===== src/rtl/rtpgc_map.svh =====
// Register map, field positions, codes and timing figures of the receive test pattern block.
`ifndef RTPGC_MAP_SVH
`define RTPGC_MAP_SVH

// Register addresses.
`define RTPGC_ADDR_SEL 8'h1D
`define RTPGC_ADDR_CFG 8'h1E
`define RTPGC_ADDR_UPAT_FIRST 8'h1F
`define RTPGC_ADDR_UPAT_LAST 8'h26

// Reset values.
`define RTPGC_RST_SEL 8'h00
`define RTPGC_RST_CFG 8'h02
`define RTPGC_RST_UPAT 8'hAA
`define RTPGC_RST_RDATA 8'h00

// Field positions.
`define RTPGC_CHK_INV_BIT 7
`define RTPGC_CHK_MODE_HI 6
`define RTPGC_CHK_MODE_LO 4
`define RTPGC_GEN_INV_BIT 3
`define RTPGC_GEN_MODE_HI 2
`define RTPGC_GEN_MODE_LO 0
`define RTPGC_MASK_BIT 2
`define RTPGC_TB_HI 1
`define RTPGC_TB_LO 0
`define RTPGC_CFG_RW_MASK 8'h07

// Mode and timebase codes.
`define RTPGC_MODE_OFF 3'h0
`define RTPGC_MODE_PRBS7 3'h1
`define RTPGC_MODE_PRBS31 3'h2
`define RTPGC_MODE_USER 3'h3
`define RTPGC_TB_CONT 2'h0
`define RTPGC_TB_20 2'h1
`define RTPGC_TB_30 2'h2
`define RTPGC_TB_40 2'h3

// Window lengths in bits.
`define RTPGC_WIN_20 40'h00000FFC00
`define RTPGC_WIN_30 40'h003FFFFC00
`define RTPGC_WIN_40 40'hFFFFFFFC00

// Polynomial lengths and taps.
`define RTPGC_P7_LEN 7
`define RTPGC_P7_TAP 6
`define RTPGC_P31_LEN 31
`define RTPGC_P31_TAP 28

// Synchronisation figures.
`define RTPGC_SYNC_GOOD 7'h40
`define RTPGC_LOSS_ERRS 4'h8
`define RTPGC_BLOCK_LAST 6'h3F
`define RTPGC_ERR_MAX 16'hFFFF
`define RTPGC_UPAT_LAST 6'h3F

`endif


===== src/rtl/rtpgc_pkg.sv =====
// Types shared by the receive test pattern block.
package rtpgc_pkg;

  typedef enum logic {
    RTPGC_HUNT,
    RTPGC_LOCKED
  } rtpgc_sync_state_type;

  typedef logic [7:0] rtpgc_byte_type;

endpackage : rtpgc_pkg


===== src/rtl/rtpgc_top.sv =====
// Receive test pattern generator and checker with its configuration registers.
`timescale 1ns/10ps
`default_nettype none
`include "rtpgc_map.svh"
module rtpgc_top #(
  parameter logic [39:0] WIN_20_BITS = `RTPGC_WIN_20,
  parameter logic [39:0] WIN_30_BITS = `RTPGC_WIN_30,
  parameter logic [39:0] WIN_40_BITS = `RTPGC_WIN_40
) (
  // Clock and reset.
  input wire logic i_clk,
  input wire logic i_reset_n,
  // Register port.
  input wire logic [7:0] i_reg_addr,
  input wire logic i_reg_wr,
  input wire logic [7:0] i_reg_wdata,
  input wire logic i_reg_rd,
  output logic [7:0] o_reg_rdata,
  // Generator output.
  output logic o_gen_data,
  output logic o_gen_active,
  // Received bit stream.
  input wire logic i_rx_data,
  input wire logic i_rx_valid,
  // Checker status.
  output logic o_chk_in_sync,
  output logic o_chk_sync_lost,
  output logic [15:0] o_chk_err_count,
  output logic o_chk_window_done,
  output logic [15:0] o_chk_window_errs
);

  rtpgc_pkg::rtpgc_byte_type pattern_select;
  rtpgc_pkg::rtpgc_byte_type checker_config;
  logic [63:0] user_pattern;
  logic [2:0] generator_mode_sel;
  logic [2:0] checker_mode_sel;
  logic generator_invert;
  logic checker_invert;
  logic sync_loss_mask;
  logic [1:0] check_interval_sel;
  logic [2:0] addr_upat;
  logic gen_p7_bit;
  logic gen_p31_bit;
  logic chk_p7_bit;
  logic chk_p31_bit;
  logic [5:0] gen_ptr;
  logic [5:0] chk_ptr;
  logic gen_on;
  logic chk_on;
  logic chk_bit;
  logic expected;
  logic bit_err;
  logic step;
  logic next_gen_bit;
  rtpgc_pkg::rtpgc_sync_state_type sync_state;
  logic sync_achieved;
  logic mask_hold;
  logic [6:0] good_cnt;
  logic [5:0] block_cnt;
  logic [3:0] block_errs;
  logic lose_now;
  logic [39:0] bit_cnt;
  logic [39:0] win_len;
  logic win_end;
  logic [15:0] err_sum;

  // Field views of the two control registers.
  assign generator_mode_sel = pattern_select[`RTPGC_GEN_MODE_HI:`RTPGC_GEN_MODE_LO];
  assign checker_mode_sel = pattern_select[`RTPGC_CHK_MODE_HI:`RTPGC_CHK_MODE_LO];
  assign generator_invert = pattern_select[`RTPGC_GEN_INV_BIT];
  assign checker_invert = pattern_select[`RTPGC_CHK_INV_BIT];
  assign sync_loss_mask = checker_config[`RTPGC_MASK_BIT];
  assign check_interval_sel = checker_config[`RTPGC_TB_HI:`RTPGC_TB_LO];
  assign addr_upat = 3'(i_reg_addr - `RTPGC_ADDR_UPAT_FIRST);

  // Codes above the user pattern fall outside every case below and so stay idle.
  assign gen_on = (generator_mode_sel == `RTPGC_MODE_PRBS7) ||
                  (generator_mode_sel == `RTPGC_MODE_PRBS31) ||
                  (generator_mode_sel == `RTPGC_MODE_USER);
  assign chk_on = (checker_mode_sel == `RTPGC_MODE_PRBS7) ||
                  (checker_mode_sel == `RTPGC_MODE_PRBS31) ||
                  (checker_mode_sel == `RTPGC_MODE_USER);

  // Selection register; reset leaves everything disabled and uninverted.
  always_ff @(posedge i_clk or negedge i_reset_n) begin
    if (!i_reset_n) begin
      pattern_select <= `RTPGC_RST_SEL;
    end else if (i_reg_wr && i_reg_addr == `RTPGC_ADDR_SEL) begin
      pattern_select <= i_reg_wdata;
    end
  end

  // Checker configuration; only the low three bits are writable.
  always_ff @(posedge i_clk or negedge i_reset_n) begin
    if (!i_reset_n) begin
      checker_config <= `RTPGC_RST_CFG;
    end else if (i_reg_wr && i_reg_addr == `RTPGC_ADDR_CFG) begin
      checker_config <= i_reg_wdata & `RTPGC_CFG_RW_MASK;
    end
  end

  // User pattern bytes, least significant byte at the lowest address.
  always_ff @(posedge i_clk or negedge i_reset_n) begin
    if (!i_reset_n) begin
      user_pattern <= {8{`RTPGC_RST_UPAT}};
    end else if (i_reg_wr && i_reg_addr >= `RTPGC_ADDR_UPAT_FIRST &&
                 i_reg_addr <= `RTPGC_ADDR_UPAT_LAST) begin
      user_pattern[addr_upat*8 +: 8] <= i_reg_wdata;
    end
  end

  // Read data is registered; unmapped addresses read as zero.
  always_ff @(posedge i_clk or negedge i_reset_n) begin
    if (!i_reset_n) begin
      o_reg_rdata <= `RTPGC_RST_RDATA;
    end else if (i_reg_rd) begin
      if (i_reg_addr == `RTPGC_ADDR_SEL) begin
        o_reg_rdata <= pattern_select;
      end else if (i_reg_addr == `RTPGC_ADDR_CFG) begin
        o_reg_rdata <= checker_config;
      end else if (i_reg_addr >= `RTPGC_ADDR_UPAT_FIRST &&
                   i_reg_addr <= `RTPGC_ADDR_UPAT_LAST) begin
        o_reg_rdata <= user_pattern[addr_upat*8 +: 8];
      end else begin
        o_reg_rdata <= `RTPGC_RST_RDATA;
      end
    end
  end

  // Separate generators per polynomial; each restarts from all ones while not selected.
  // A shared register would need the PRBS31 to PRBS7 pass through off to reseed.
  rtpgc_prbs #(.LEN(`RTPGC_P7_LEN), .TAP(`RTPGC_P7_TAP)) u_gen_p7 (
    .i_clk(i_clk),
    .i_reset_n(i_reset_n),
    .i_clear(generator_mode_sel != `RTPGC_MODE_PRBS7),
    .i_advance(1'b1),
    .i_self_sync(1'b0),
    .i_seed_bit(1'b0),
    .o_predict(gen_p7_bit)
  );

  rtpgc_prbs #(.LEN(`RTPGC_P31_LEN), .TAP(`RTPGC_P31_TAP)) u_gen_p31 (
    .i_clk(i_clk),
    .i_reset_n(i_reset_n),
    .i_clear(generator_mode_sel != `RTPGC_MODE_PRBS31),
    .i_advance(1'b1),
    .i_self_sync(1'b0),
    .i_seed_bit(1'b0),
    .o_predict(gen_p31_bit)
  );

  // Pick the generated bit; PRBS31 leaves inverted, then the optional invert applies.
  always_comb begin
    unique case (generator_mode_sel)
      `RTPGC_MODE_PRBS7: next_gen_bit = gen_p7_bit ^ generator_invert;
      `RTPGC_MODE_PRBS31: next_gen_bit = ~gen_p31_bit ^ generator_invert;
      `RTPGC_MODE_USER: next_gen_bit = user_pattern[gen_ptr] ^ generator_invert;
      default: next_gen_bit = 1'b0;
    endcase
  end

  // Generator output stage and user pattern pointer, sent least significant bit first.
  always_ff @(posedge i_clk or negedge i_reset_n) begin
    if (!i_reset_n) begin
      o_gen_data <= 1'b0;
      o_gen_active <= 1'b0;
      gen_ptr <= '0;
    end else begin
      o_gen_data <= next_gen_bit;
      o_gen_active <= gen_on;
      gen_ptr <= (generator_mode_sel == `RTPGC_MODE_USER) ? gen_ptr + 6'h01 : '0;
    end
  end

  // Received data after the checker invert and, for PRBS31, after undoing its inversion.
  assign chk_bit = i_rx_data ^ checker_invert ^
                   (checker_mode_sel == `RTPGC_MODE_PRBS31);
  assign step = i_rx_valid && chk_on;

  // Predictors seed themselves from the line while hunting and fly free once locked.
  rtpgc_prbs #(.LEN(`RTPGC_P7_LEN), .TAP(`RTPGC_P7_TAP)) u_chk_p7 (
    .i_clk(i_clk),
    .i_reset_n(i_reset_n),
    .i_clear(checker_mode_sel != `RTPGC_MODE_PRBS7),
    .i_advance(step),
    .i_self_sync(sync_state == rtpgc_pkg::RTPGC_HUNT),
    .i_seed_bit(chk_bit),
    .o_predict(chk_p7_bit)
  );

  rtpgc_prbs #(.LEN(`RTPGC_P31_LEN), .TAP(`RTPGC_P31_TAP)) u_chk_p31 (
    .i_clk(i_clk),
    .i_reset_n(i_reset_n),
    .i_clear(checker_mode_sel != `RTPGC_MODE_PRBS31),
    .i_advance(step),
    .i_self_sync(sync_state == rtpgc_pkg::RTPGC_HUNT),
    .i_seed_bit(chk_bit),
    .o_predict(chk_p31_bit)
  );

  // Expected bit for the selected checker mode.
  always_comb begin
    unique case (checker_mode_sel)
      `RTPGC_MODE_PRBS7: expected = chk_p7_bit;
      `RTPGC_MODE_PRBS31: expected = chk_p31_bit;
      `RTPGC_MODE_USER: expected = user_pattern[chk_ptr];
      default: expected = chk_bit;
    endcase
  end

  assign bit_err = step && (chk_bit != expected);
  assign mask_hold = sync_loss_mask && sync_achieved;
  assign lose_now = bit_err && (block_errs + 4'h1 >= `RTPGC_LOSS_ERRS) && !mask_hold;

  // User pattern pointer; a miss while hunting holds it, slipping the phase one bit.
  always_ff @(posedge i_clk or negedge i_reset_n) begin
    if (!i_reset_n) begin
      chk_ptr <= '0;
    end else if (checker_mode_sel != `RTPGC_MODE_USER) begin
      chk_ptr <= '0;
    end else if (step && !(bit_err && sync_state == rtpgc_pkg::RTPGC_HUNT)) begin
      chk_ptr <= chk_ptr + 6'h01;
    end
  end

  // Sync machine: a run of good bits locks; too many errors in a block unlocks.
  always_ff @(posedge i_clk or negedge i_reset_n) begin
    if (!i_reset_n) begin
      sync_state <= rtpgc_pkg::RTPGC_HUNT;
      sync_achieved <= 1'b0;
      good_cnt <= '0;
      block_cnt <= '0;
      block_errs <= '0;
      o_chk_sync_lost <= 1'b0;
    end else begin
      o_chk_sync_lost <= 1'b0;
      if (!chk_on) begin
        sync_state <= rtpgc_pkg::RTPGC_HUNT;
        sync_achieved <= 1'b0;
        good_cnt <= '0;
        block_cnt <= '0;
        block_errs <= '0;
      end else if (step) begin
        unique case (sync_state)
          rtpgc_pkg::RTPGC_HUNT: begin
            good_cnt <= bit_err ? '0 : good_cnt + 7'h01;
            if (!bit_err && good_cnt == `RTPGC_SYNC_GOOD - 7'h01) begin
              sync_state <= rtpgc_pkg::RTPGC_LOCKED;
              sync_achieved <= 1'b1;
              block_cnt <= '0;
              block_errs <= '0;
            end
          end
          rtpgc_pkg::RTPGC_LOCKED: begin
            block_cnt <= block_cnt + 6'h01;
            if (lose_now) begin
              sync_state <= rtpgc_pkg::RTPGC_HUNT;
              o_chk_sync_lost <= 1'b1;
              sync_achieved <= 1'b0;
              good_cnt <= '0;
            end else if (block_cnt == `RTPGC_BLOCK_LAST) begin
              block_errs <= '0;
            end else if (bit_err && block_errs != `RTPGC_LOSS_ERRS) begin
              block_errs <= block_errs + 4'h1;
            end
          end
        endcase
      end
    end
  end

  assign o_chk_in_sync = (sync_state == rtpgc_pkg::RTPGC_LOCKED);

  // Window length from the timebase; code 00 never ends.
  always_comb begin
    unique case (check_interval_sel)
      `RTPGC_TB_CONT: win_len = '0;
      `RTPGC_TB_20: win_len = WIN_20_BITS;
      `RTPGC_TB_30: win_len = WIN_30_BITS;
      `RTPGC_TB_40: win_len = WIN_40_BITS;
    endcase
  end

  assign win_end = step && (check_interval_sel != `RTPGC_TB_CONT) &&
                   (bit_cnt == win_len - 40'h1);
  // Errors count only while locked and saturate rather than wrap.
  assign err_sum = (bit_err && o_chk_in_sync && o_chk_err_count != `RTPGC_ERR_MAX) ?
                   o_chk_err_count + 16'h1 : o_chk_err_count;

  // Bit and error counters; a config write or a disabled checker restarts the window.
  always_ff @(posedge i_clk or negedge i_reset_n) begin
    if (!i_reset_n) begin
      bit_cnt <= '0;
      o_chk_err_count <= '0;
      o_chk_window_done <= 1'b0;
      o_chk_window_errs <= '0;
    end else begin
      o_chk_window_done <= 1'b0;
      if (!chk_on || (i_reg_wr && i_reg_addr == `RTPGC_ADDR_CFG)) begin
        bit_cnt <= '0;
        o_chk_err_count <= '0;
      end else if (win_end) begin
        bit_cnt <= '0;
        o_chk_err_count <= '0;
        o_chk_window_done <= 1'b1;
        o_chk_window_errs <= err_sum;
      end else if (step) begin
        bit_cnt <= bit_cnt + 40'h1;
        o_chk_err_count <= err_sum;
      end
    end
  end

endmodule : rtpgc_top
`default_nettype wire


===== src/rtl/rtpgc_prbs.sv =====
// Pseudo-random sequence register used both to generate and to predict a pattern.
`timescale 1ns/10ps
`default_nettype none
module rtpgc_prbs #(
  parameter int unsigned LEN = 7,
  parameter int unsigned TAP = 6
) (
  // Clock and reset.
  input wire logic i_clk,
  input wire logic i_reset_n,
  // Control.
  input wire logic i_clear,
  input wire logic i_advance,
  input wire logic i_self_sync,
  input wire logic i_seed_bit,
  // Next bit of the sequence.
  output logic o_predict
);

  logic [LEN-1:0] state;

  // The all-ones start avoids the all-zero lockup state.
  assign o_predict = state[LEN-1] ^ state[TAP-1];

  // Self-synchronising mode shifts in received bits; otherwise the register flies on its own.
  always_ff @(posedge i_clk or negedge i_reset_n) begin
    if (!i_reset_n) begin
      state <= '1;
    end else if (i_clear) begin
      state <= '1;
    end else if (i_advance) begin
      state <= {state[LEN-2:0], (i_self_sync ? i_seed_bit : o_predict)};
    end
  end

endmodule : rtpgc_prbs
`default_nettype wire


===== config.mk =====
export PLATFORM = sky130hd
export DESIGN_NAME = rtpgc_top
export DESIGN_NICKNAME = d
export VERILOG_FILES = /design/src/rtl/rtpgc_pkg.sv /design/src/rtl/rtpgc_top.sv /design/src/rtl/rtpgc_prbs.sv
export VERILOG_INCLUDE_DIRS = /design/src /design/src/rtl
export SDC_FILE = /design/constraint.sdc
export NUM_CORES = 1
export LEC_CHECK = 0
export BUFFER_PORTS_ARGS = -buffer_cell sky130_fd_sc_hd__buf_2
export CAP_MARGIN = 10
export CORE_ASPECT_RATIO = 1.5
export CORE_MARGIN = 8
export CORE_UTILIZATION = 40
export CTS_CLUSTER_SIZE = 30
export DETAILED_ROUTE_END_ITERATION = 6
export GPL_ROUTABILITY_DRIVEN = 0
export PLACE_DENSITY = 0.54
export SETUP_SLACK_MARGIN = 0.5
export SYNTH_ARGS = -nofsm -noshare
export SYNTH_HDL_FRONTEND = slang
export SYNTH_SLANG_ARGS = --single-unit

===== constraint.sdc =====
create_clock -name i_clk -period 3.7 [get_ports i_clk]
set_input_delay 0.74 -clock i_clk [delete_from_list [all_inputs] [get_ports i_clk]]
set_output_delay 0.74 -clock i_clk [all_outputs]
set_load 0.01 [all_outputs]

### Word level (Yosys, flattened, before mapping)

Cells that the tools add are included.
Widths: inputs -> output; s select.

* register bits after elaboration: 266
* logic and storage cells: 178

* add/sub/neg operators: 10
* order comparisons: 5
* equality and inequality tests: 27
* shifts and indexed selects: 3
* muxes and demuxes: 61
* bitwise logic cells: 12
* reductions and logical operators: 38

Operators with widths (number)
* $pmux 40 s4: 1
* $mux 40: 3
* $mux 31: 3
* $bwmux 64: 1
* $mux 16: 4
* $shift 8x34->64 const A: 1
* $shiftx 64x7->8: 1
* $shiftx 8x34->64: 1
* $mux 7: 7
* $add 40x1->40 const B: 1
* $eq 40x40->1: 1
* $sub 40x1->40 const B: 1
* $mux 6: 6
* $neg 6->34: 1
* $mux 4: 6
* $mux 8: 3
* $add 6x1->6 const B: 3
* $logic_and 1x1->1: 18
* $mux 1: 18
* $add 16x1->16 const B: 1
* $eq 8x5->1 const B: 2
* $ne 16x16->1 const B: 1
* $lt 6x7->1 const B: 2
* $pmux 7 s2: 1
* other kinds (34): 69

### Logic depth before layout (Yosys ltp)

* word-level depth: 12
* depth in mapped cells: 12
* depth with buffers taken out: 10

### By module

A second synthesis with hierarchy kept.

* cell total of the unflattened synthesis: 1354
* area, all modules: 14137.3 um2

Modules (own cells, without submodules)
* rtpgc_top: times used 1, cells an instance 1094, area an instance 10799.1 um2
* rtpgc_prbs (u_chk_p31 ...): times used 2, cells an instance 105, area an instance 1351.3 um2
* rtpgc_prbs (u_chk_p7 ...): times used 2, cells an instance 25, area an instance 317.8 um2

### Worst setup path before layout

Ideal clock, no wire load.

* path type: input to register
* from: input i_reg_addr[0]
* to: register user_pattern[0]
* setup time: 125 ps
* arrival: 3483 ps
* setup slack: 92 ps
* stages on the path: 9
* path buffers: 3
* path through: clkbuf_1 inv_1 ha_1 buf_1 clkbuf_1 nor3_1 nand2_1 nor3_1 mux2_2

* word-level cells in the longest chain between the ends: 4
* elaborated cells on any way between the ends: 9
* those cells by class: add/sub (2); order compare (2); shift (2); mux (1); reduce/logical (2)

RTL lines
* start: declaration: RTL line rtpgc_top.sv:14 `input wire logic [7:0] i_reg_addr,`
* $sub 3x3->3 (no source line)
* $neg 6->34: RTL line rtpgc_top.sv:109 `user_pattern[addr_upat*8 +: 8] <= i_reg_wdata;`
* $shiftx 8x34->64 / $shift 8x34->64 (equally long branches): RTL line rtpgc_top.sv:109
* $bwmux 64: RTL line rtpgc_top.sv:109
* end signal: assignment: RTL line rtpgc_top.sv:106 `` user_pattern <= {8{`RTPGC_RST_UPAT}}; ``
* end signal: indexed assignment: RTL line rtpgc_top.sv:109
* end: declaration: RTL line rtpgc_top.sv:35 `logic [63:0] user_pattern;`

Several ways; a longest one is shown, not always the timed one.
A chain may end at the register's enable or synchronous reset.

### Final worst setup path

* from: register chk_ptr[1]
* to: register good_cnt[5]

* word-level cells in the longest chain between the ends: 9
* elaborated cells on any way between the ends: 13
* those cells by class: eq/ne (2); mux (7); reduce/logical (4)

RTL lines
* start: declaration: RTL line rtpgc_top.sv:48 `logic [5:0] chk_ptr;`
* start signal: assignment: RTL line rtpgc_top.sv:223 `chk_ptr <= chk_ptr + 6'h01;`
* $bmux 1 s6 *: RTL line rtpgc_top.sv:207 `` `RTPGC_MODE_USER: expected = user_pattern[chk_ptr]; ``
* $mux 1 (not written as such) *: RTL line rtpgc_top.sv:207
* $pmux 1 s3 *: RTL line rtpgc_top.sv:204 `unique case (checker_mode_sel)`
* $ne 1x1->1 *: RTL line rtpgc_top.sv:212 `assign bit_err = step && (chk_bit != expected);`
* $logic_and 1x1->1 *: RTL line rtpgc_top.sv:212
* $mux 7 / $logic_and 1x1->1 (equally long branches): RTL line rtpgc_top.sv:247, rtpgc_top.sv:214
* $pmux 7 s2 / $logic_and 1x1->1 (equally long branches): RTL line rtpgc_top.sv:245, rtpgc_top.sv:214
* $mux 7 / $ne 3x2->1 (equally long branches)
* $mux 7 / $reduce_and 2->1 (equally long branches)
* end signal: assignment: RTL line rtpgc_top.sv:247 `good_cnt <= bit_err ? '0 : good_cnt + 7'h01;`
* end: declaration: RTL line rtpgc_top.sv:59 `logic [6:0] good_cnt;`

Mark *: on every way between the ends. The rest lies on a longest branch, timed or not. The select of a mux whose other input is x is not followed.

==> run_results.csv <==
group,metric,value,unit
status,status,"finished clean",
synth,ys_seq_elements,266,
power,power_frac_clock,0.481,
power,p_int,5020,uW
drt,num_vias,10405,
global_routing,antenna_found_initial,0,
global_routing,grt_pass1_wl,59900,um
floorplanning,die_y,243,um
layout,fillers,3210,
synth,synth_top_area_frac,0.285,
synth,synth_nets,1332,
synth,synth.most_common_cell,"nand2_1",
setup_path,cpPeakStageDelay,0.49,ns
timing,setup_violations,0,
clock_network,cts.sinks,266,
power,ir_worst_vdd,0.304,mV
synth,synth.distinct_cells,79,
clock_network,cts_tree,"yes",
floorplanning,die_x,168,um
drt,first_pass_iters,5,
synth,syn_area_per_cell,10.7,um^2
drt,drtIter0Drc,872,
drt,routedWlPerCell,20.1,um
run,max_cap_violations,0,
clock_network,cts_made_buffers,28,
timing,tightest_slew,1.03,ns
synth,ys_seq_area_frac,0.492,
timing,hold_viol,0,
synth,yosys-top-cells-count,"nand2_1 (202), dfrtp_1 (157), dfstp_2 (109)",
layout,drive_above_1_share,0.280,
synth,async_reset_ff_frac,1.00,
timing,clock_skew,0.0116,ns
power,p_sw,1510,uW
global_routing,overflow,0,
drt,detail_route.vias_per_cell,5.70,
synth,ys_warn_count,0,
global_routing,track_usage,0.181,
setup_path,slowest_stage,"or4_1",
floorplanning,rows,83,
clock_network,postCtsHoldBufs,0,
timing,fmax,0.318,GHz
setup_path,cp_data_arrival_time,3.61,ns
clock_network,cts_buffer_depth,3,
synth,synth-edff-count,0,
timing,finalSetupTns,0,ns
floorplanning,floorplan.die_area,40800,um^2
timing,relSlewSlack,0.310,
global_routing,grt_max_degree,73,
drt,remaining_drc_errors,0,
synth,synthCells,1294,
clock_network,cts-root-buf,"clkbuf_16",
power,power_density,409,nW/um^2
setup_path,cp_cell_sequence,"buf_4 -> mux2_2 -> a221oi_1 -> o211ai_1 -> and3b_4 -> o21ai_1 -> a31oi_4 -> or4_1 -> a21oi_1",
global_routing,grt_pass1_vias,10700,
clock_network,clk_latency,0.55,ns
power,p_comb_frac,0.063,
timing,timing.final.crit_share,0.849,
setup_path,crit_path_max_fanout,10,
drt,wirelength,36800,um
power,p_leak,0.00651,uW
synth,synthFlopType,"dfrtp_1",
layout,layout.nets,1418,
timing,period_needed,3.14,ns
setup_path,crit_required,4.17,ns
timing,drv_slew,0,
floorplanning,io_pins,67,
floorplanning,initial_core_util,0.404,
power,pwr-share-seq,0.456,
setup_path,end_kind,"flip-flop",
layout,insertedDiodeCount,0,
min_path,hold_path_class,"in -> async",
floorplanning,coreArea,34200,um^2
setup_path,worstSetupStartpointType,"flip-flop",
timing,rsz0062_at_grt,"yes",
layout,seqCellArea,6800,um^2
layout,syn2layout_area_growth,15.7,%
drt,ant_nets,0,
synth,syn_area,13800,um^2
power,switching_share,0.232,
setup_path,critical_path_class,"reg -> reg",
layout,multi_input_area,6780,um^2
clock_network,clk_pin_slew,0.06,ns
synth,synth_top_cell_by_area,"dfrtp_1",
power,total_power,6530,uW
placed_design,hpwl,26300,um
synth,ys_top_cells_by_area,"dfrtp_1 (28%), dfstp_2 (21%), mux4_2 (6.0%), nand2_1 (5.5%), mux2i_1 (5.0%)",
clock_network,htree_num_levels,1,
placed_design,port_buffers,66,
## power groups by stage
stage | Combinational, uW | Sequential, uW | Clock, uW
global route | 453 | 2980 | 3340
floorplan | 219 | 3010 | 0
detailed placement | 401 | 3030 | 0
finish | 411 | 2980 | 3140
global placement | 397 | 3030 | 0
CTS | 413 | 2980 | 3220
## final cells by class
class	count	area share
multi-input combinational	952	0.425
tap	425	0.0333
clock inverter	14	0.0144
sequential	266	0.426
clock buffer	38	0.0501
inverter	20	0.00470
timing repair buffer	112	0.0469
## stage by stage
step | instances | area, um^2 | worst slack [ns] | hold slack (ns) | util
after floorplan | 1294 | 13800 | 0.528 | 0.444 | -
after CTS | 1824 | 15900 | 0.539 | 0.146 | 0.465
after global routing | 1827 | 16000 | 0.442 | 0.165 | 0.467
after global placement | 1762 | 14700 | 0.198 | 0.471 | 0.431
after detailed placement | 1762 | 14700 | 0.114 | 0.473 | 0.431
final | 1827 | 16000 | 0.560 | 0.137 | 0.467
## metal layers
layer,wire length (um),vias to the layer above,global-route usage
met2,18500,273,0.313
met4,1630,0,0.0838
met5,0,-,0
met1,15000,5192,0.221
met3,1680,97,0.0238
li1,-,4843,-
## registers in the layout (all words and copies together) (netlist names)
signal	count
gen_ptr	6
o_chk_err_count	16
chk_ptr	6
sync_achieved	1
u_chk_p7.state	7
user_pattern	64
u_chk_p31.state	31
block_cnt	6
block_errs	4
o_chk_in_sync	1
o_chk_window_done	1
bit_cnt	40
pattern_select	8
u_gen_p7.state	7
good_cnt	7
o_gen_data	1
o_chk_sync_lost	1
u_gen_p31.state	31
checker_config	3
o_chk_window_errs	16
o_reg_rdata	8
o_gen_active	1
## repair_timing
action | CTS | global route
gates resized for setup | 4 | 10
endpoints found under the setup margin | 54 | 35
setup buffers | 10 | 3
pin swaps | 1 | 1
## path summary, 6_finish.rpt
check                           depth (start not counted)  slack [ns]                           from                       endpoint
worst max-delay path                                    9        0.56         chk_ptr[1]$_DFFE_PN0P_        good_cnt[5]$_DFFE_PN0P_
worst min-delay path                                    1        0.14                      i_reset_n           gen_ptr[1]$_DFF_PN0_
worst max register to register                          9        0.56         chk_ptr[1]$_DFFE_PN0P_        good_cnt[5]$_DFFE_PN0P_
worst min register to register                          1        0.48  u_gen_p31.state[22]$_DFF_PN1_  u_gen_p31.state[23]$_DFF_PN1_
max in group asynchronous                               2        2.65                      i_reset_n  u_chk_p7.state[0]$_DFFE_PN1P_
min in group i_clk                                      1        0.48  u_gen_p31.state[22]$_DFF_PN1_  u_gen_p31.state[23]$_DFF_PN1_
## logic make-up (layout without fill, tap and decap cells)
group           after synthesis  after routing  share of synthesized area
simple gates                486            486                      0.169
buf+inv                      76            184                     0.0219
mux                         162            162                      0.156
compound gates              236            236                      0.113
fa+ha+maj                    16             16                     0.0145
flops                       266            266                      0.492
xor+xnor                     52             52                     0.0330
## worst max-delay path, delay by kind of cell, from the launching register on
family	cells	cell delay [ns]
AO/OA/AOI/OAI	5	1.23
AND/OR/NAND/NOR	2	0.77
flip-flops	1	0.48
multiplexers	1	0.35
buffers and inverters	1	0.23
## placed cells by master (no fill, tap or decap), types with 23 or more instances in the layout
master     Yosys  routed
clkbuf_16      0      29
nand3_1       34      34
nand2b_1      43      43
buf_4          3      41
dfstp_2      109     109
mux2_2        55      55
a21oi_1       43      43
mux4_2        37      37
o21ai_0       85      85
nor3_1        25      23
nand2_1      202     202
dfrtp_1      157     155
buf_2          4      65
xor2_1        30      30
nor2_1        76      75
mux2i_1       69      69
Note: power is estimated with default switching activity, not from simulation.
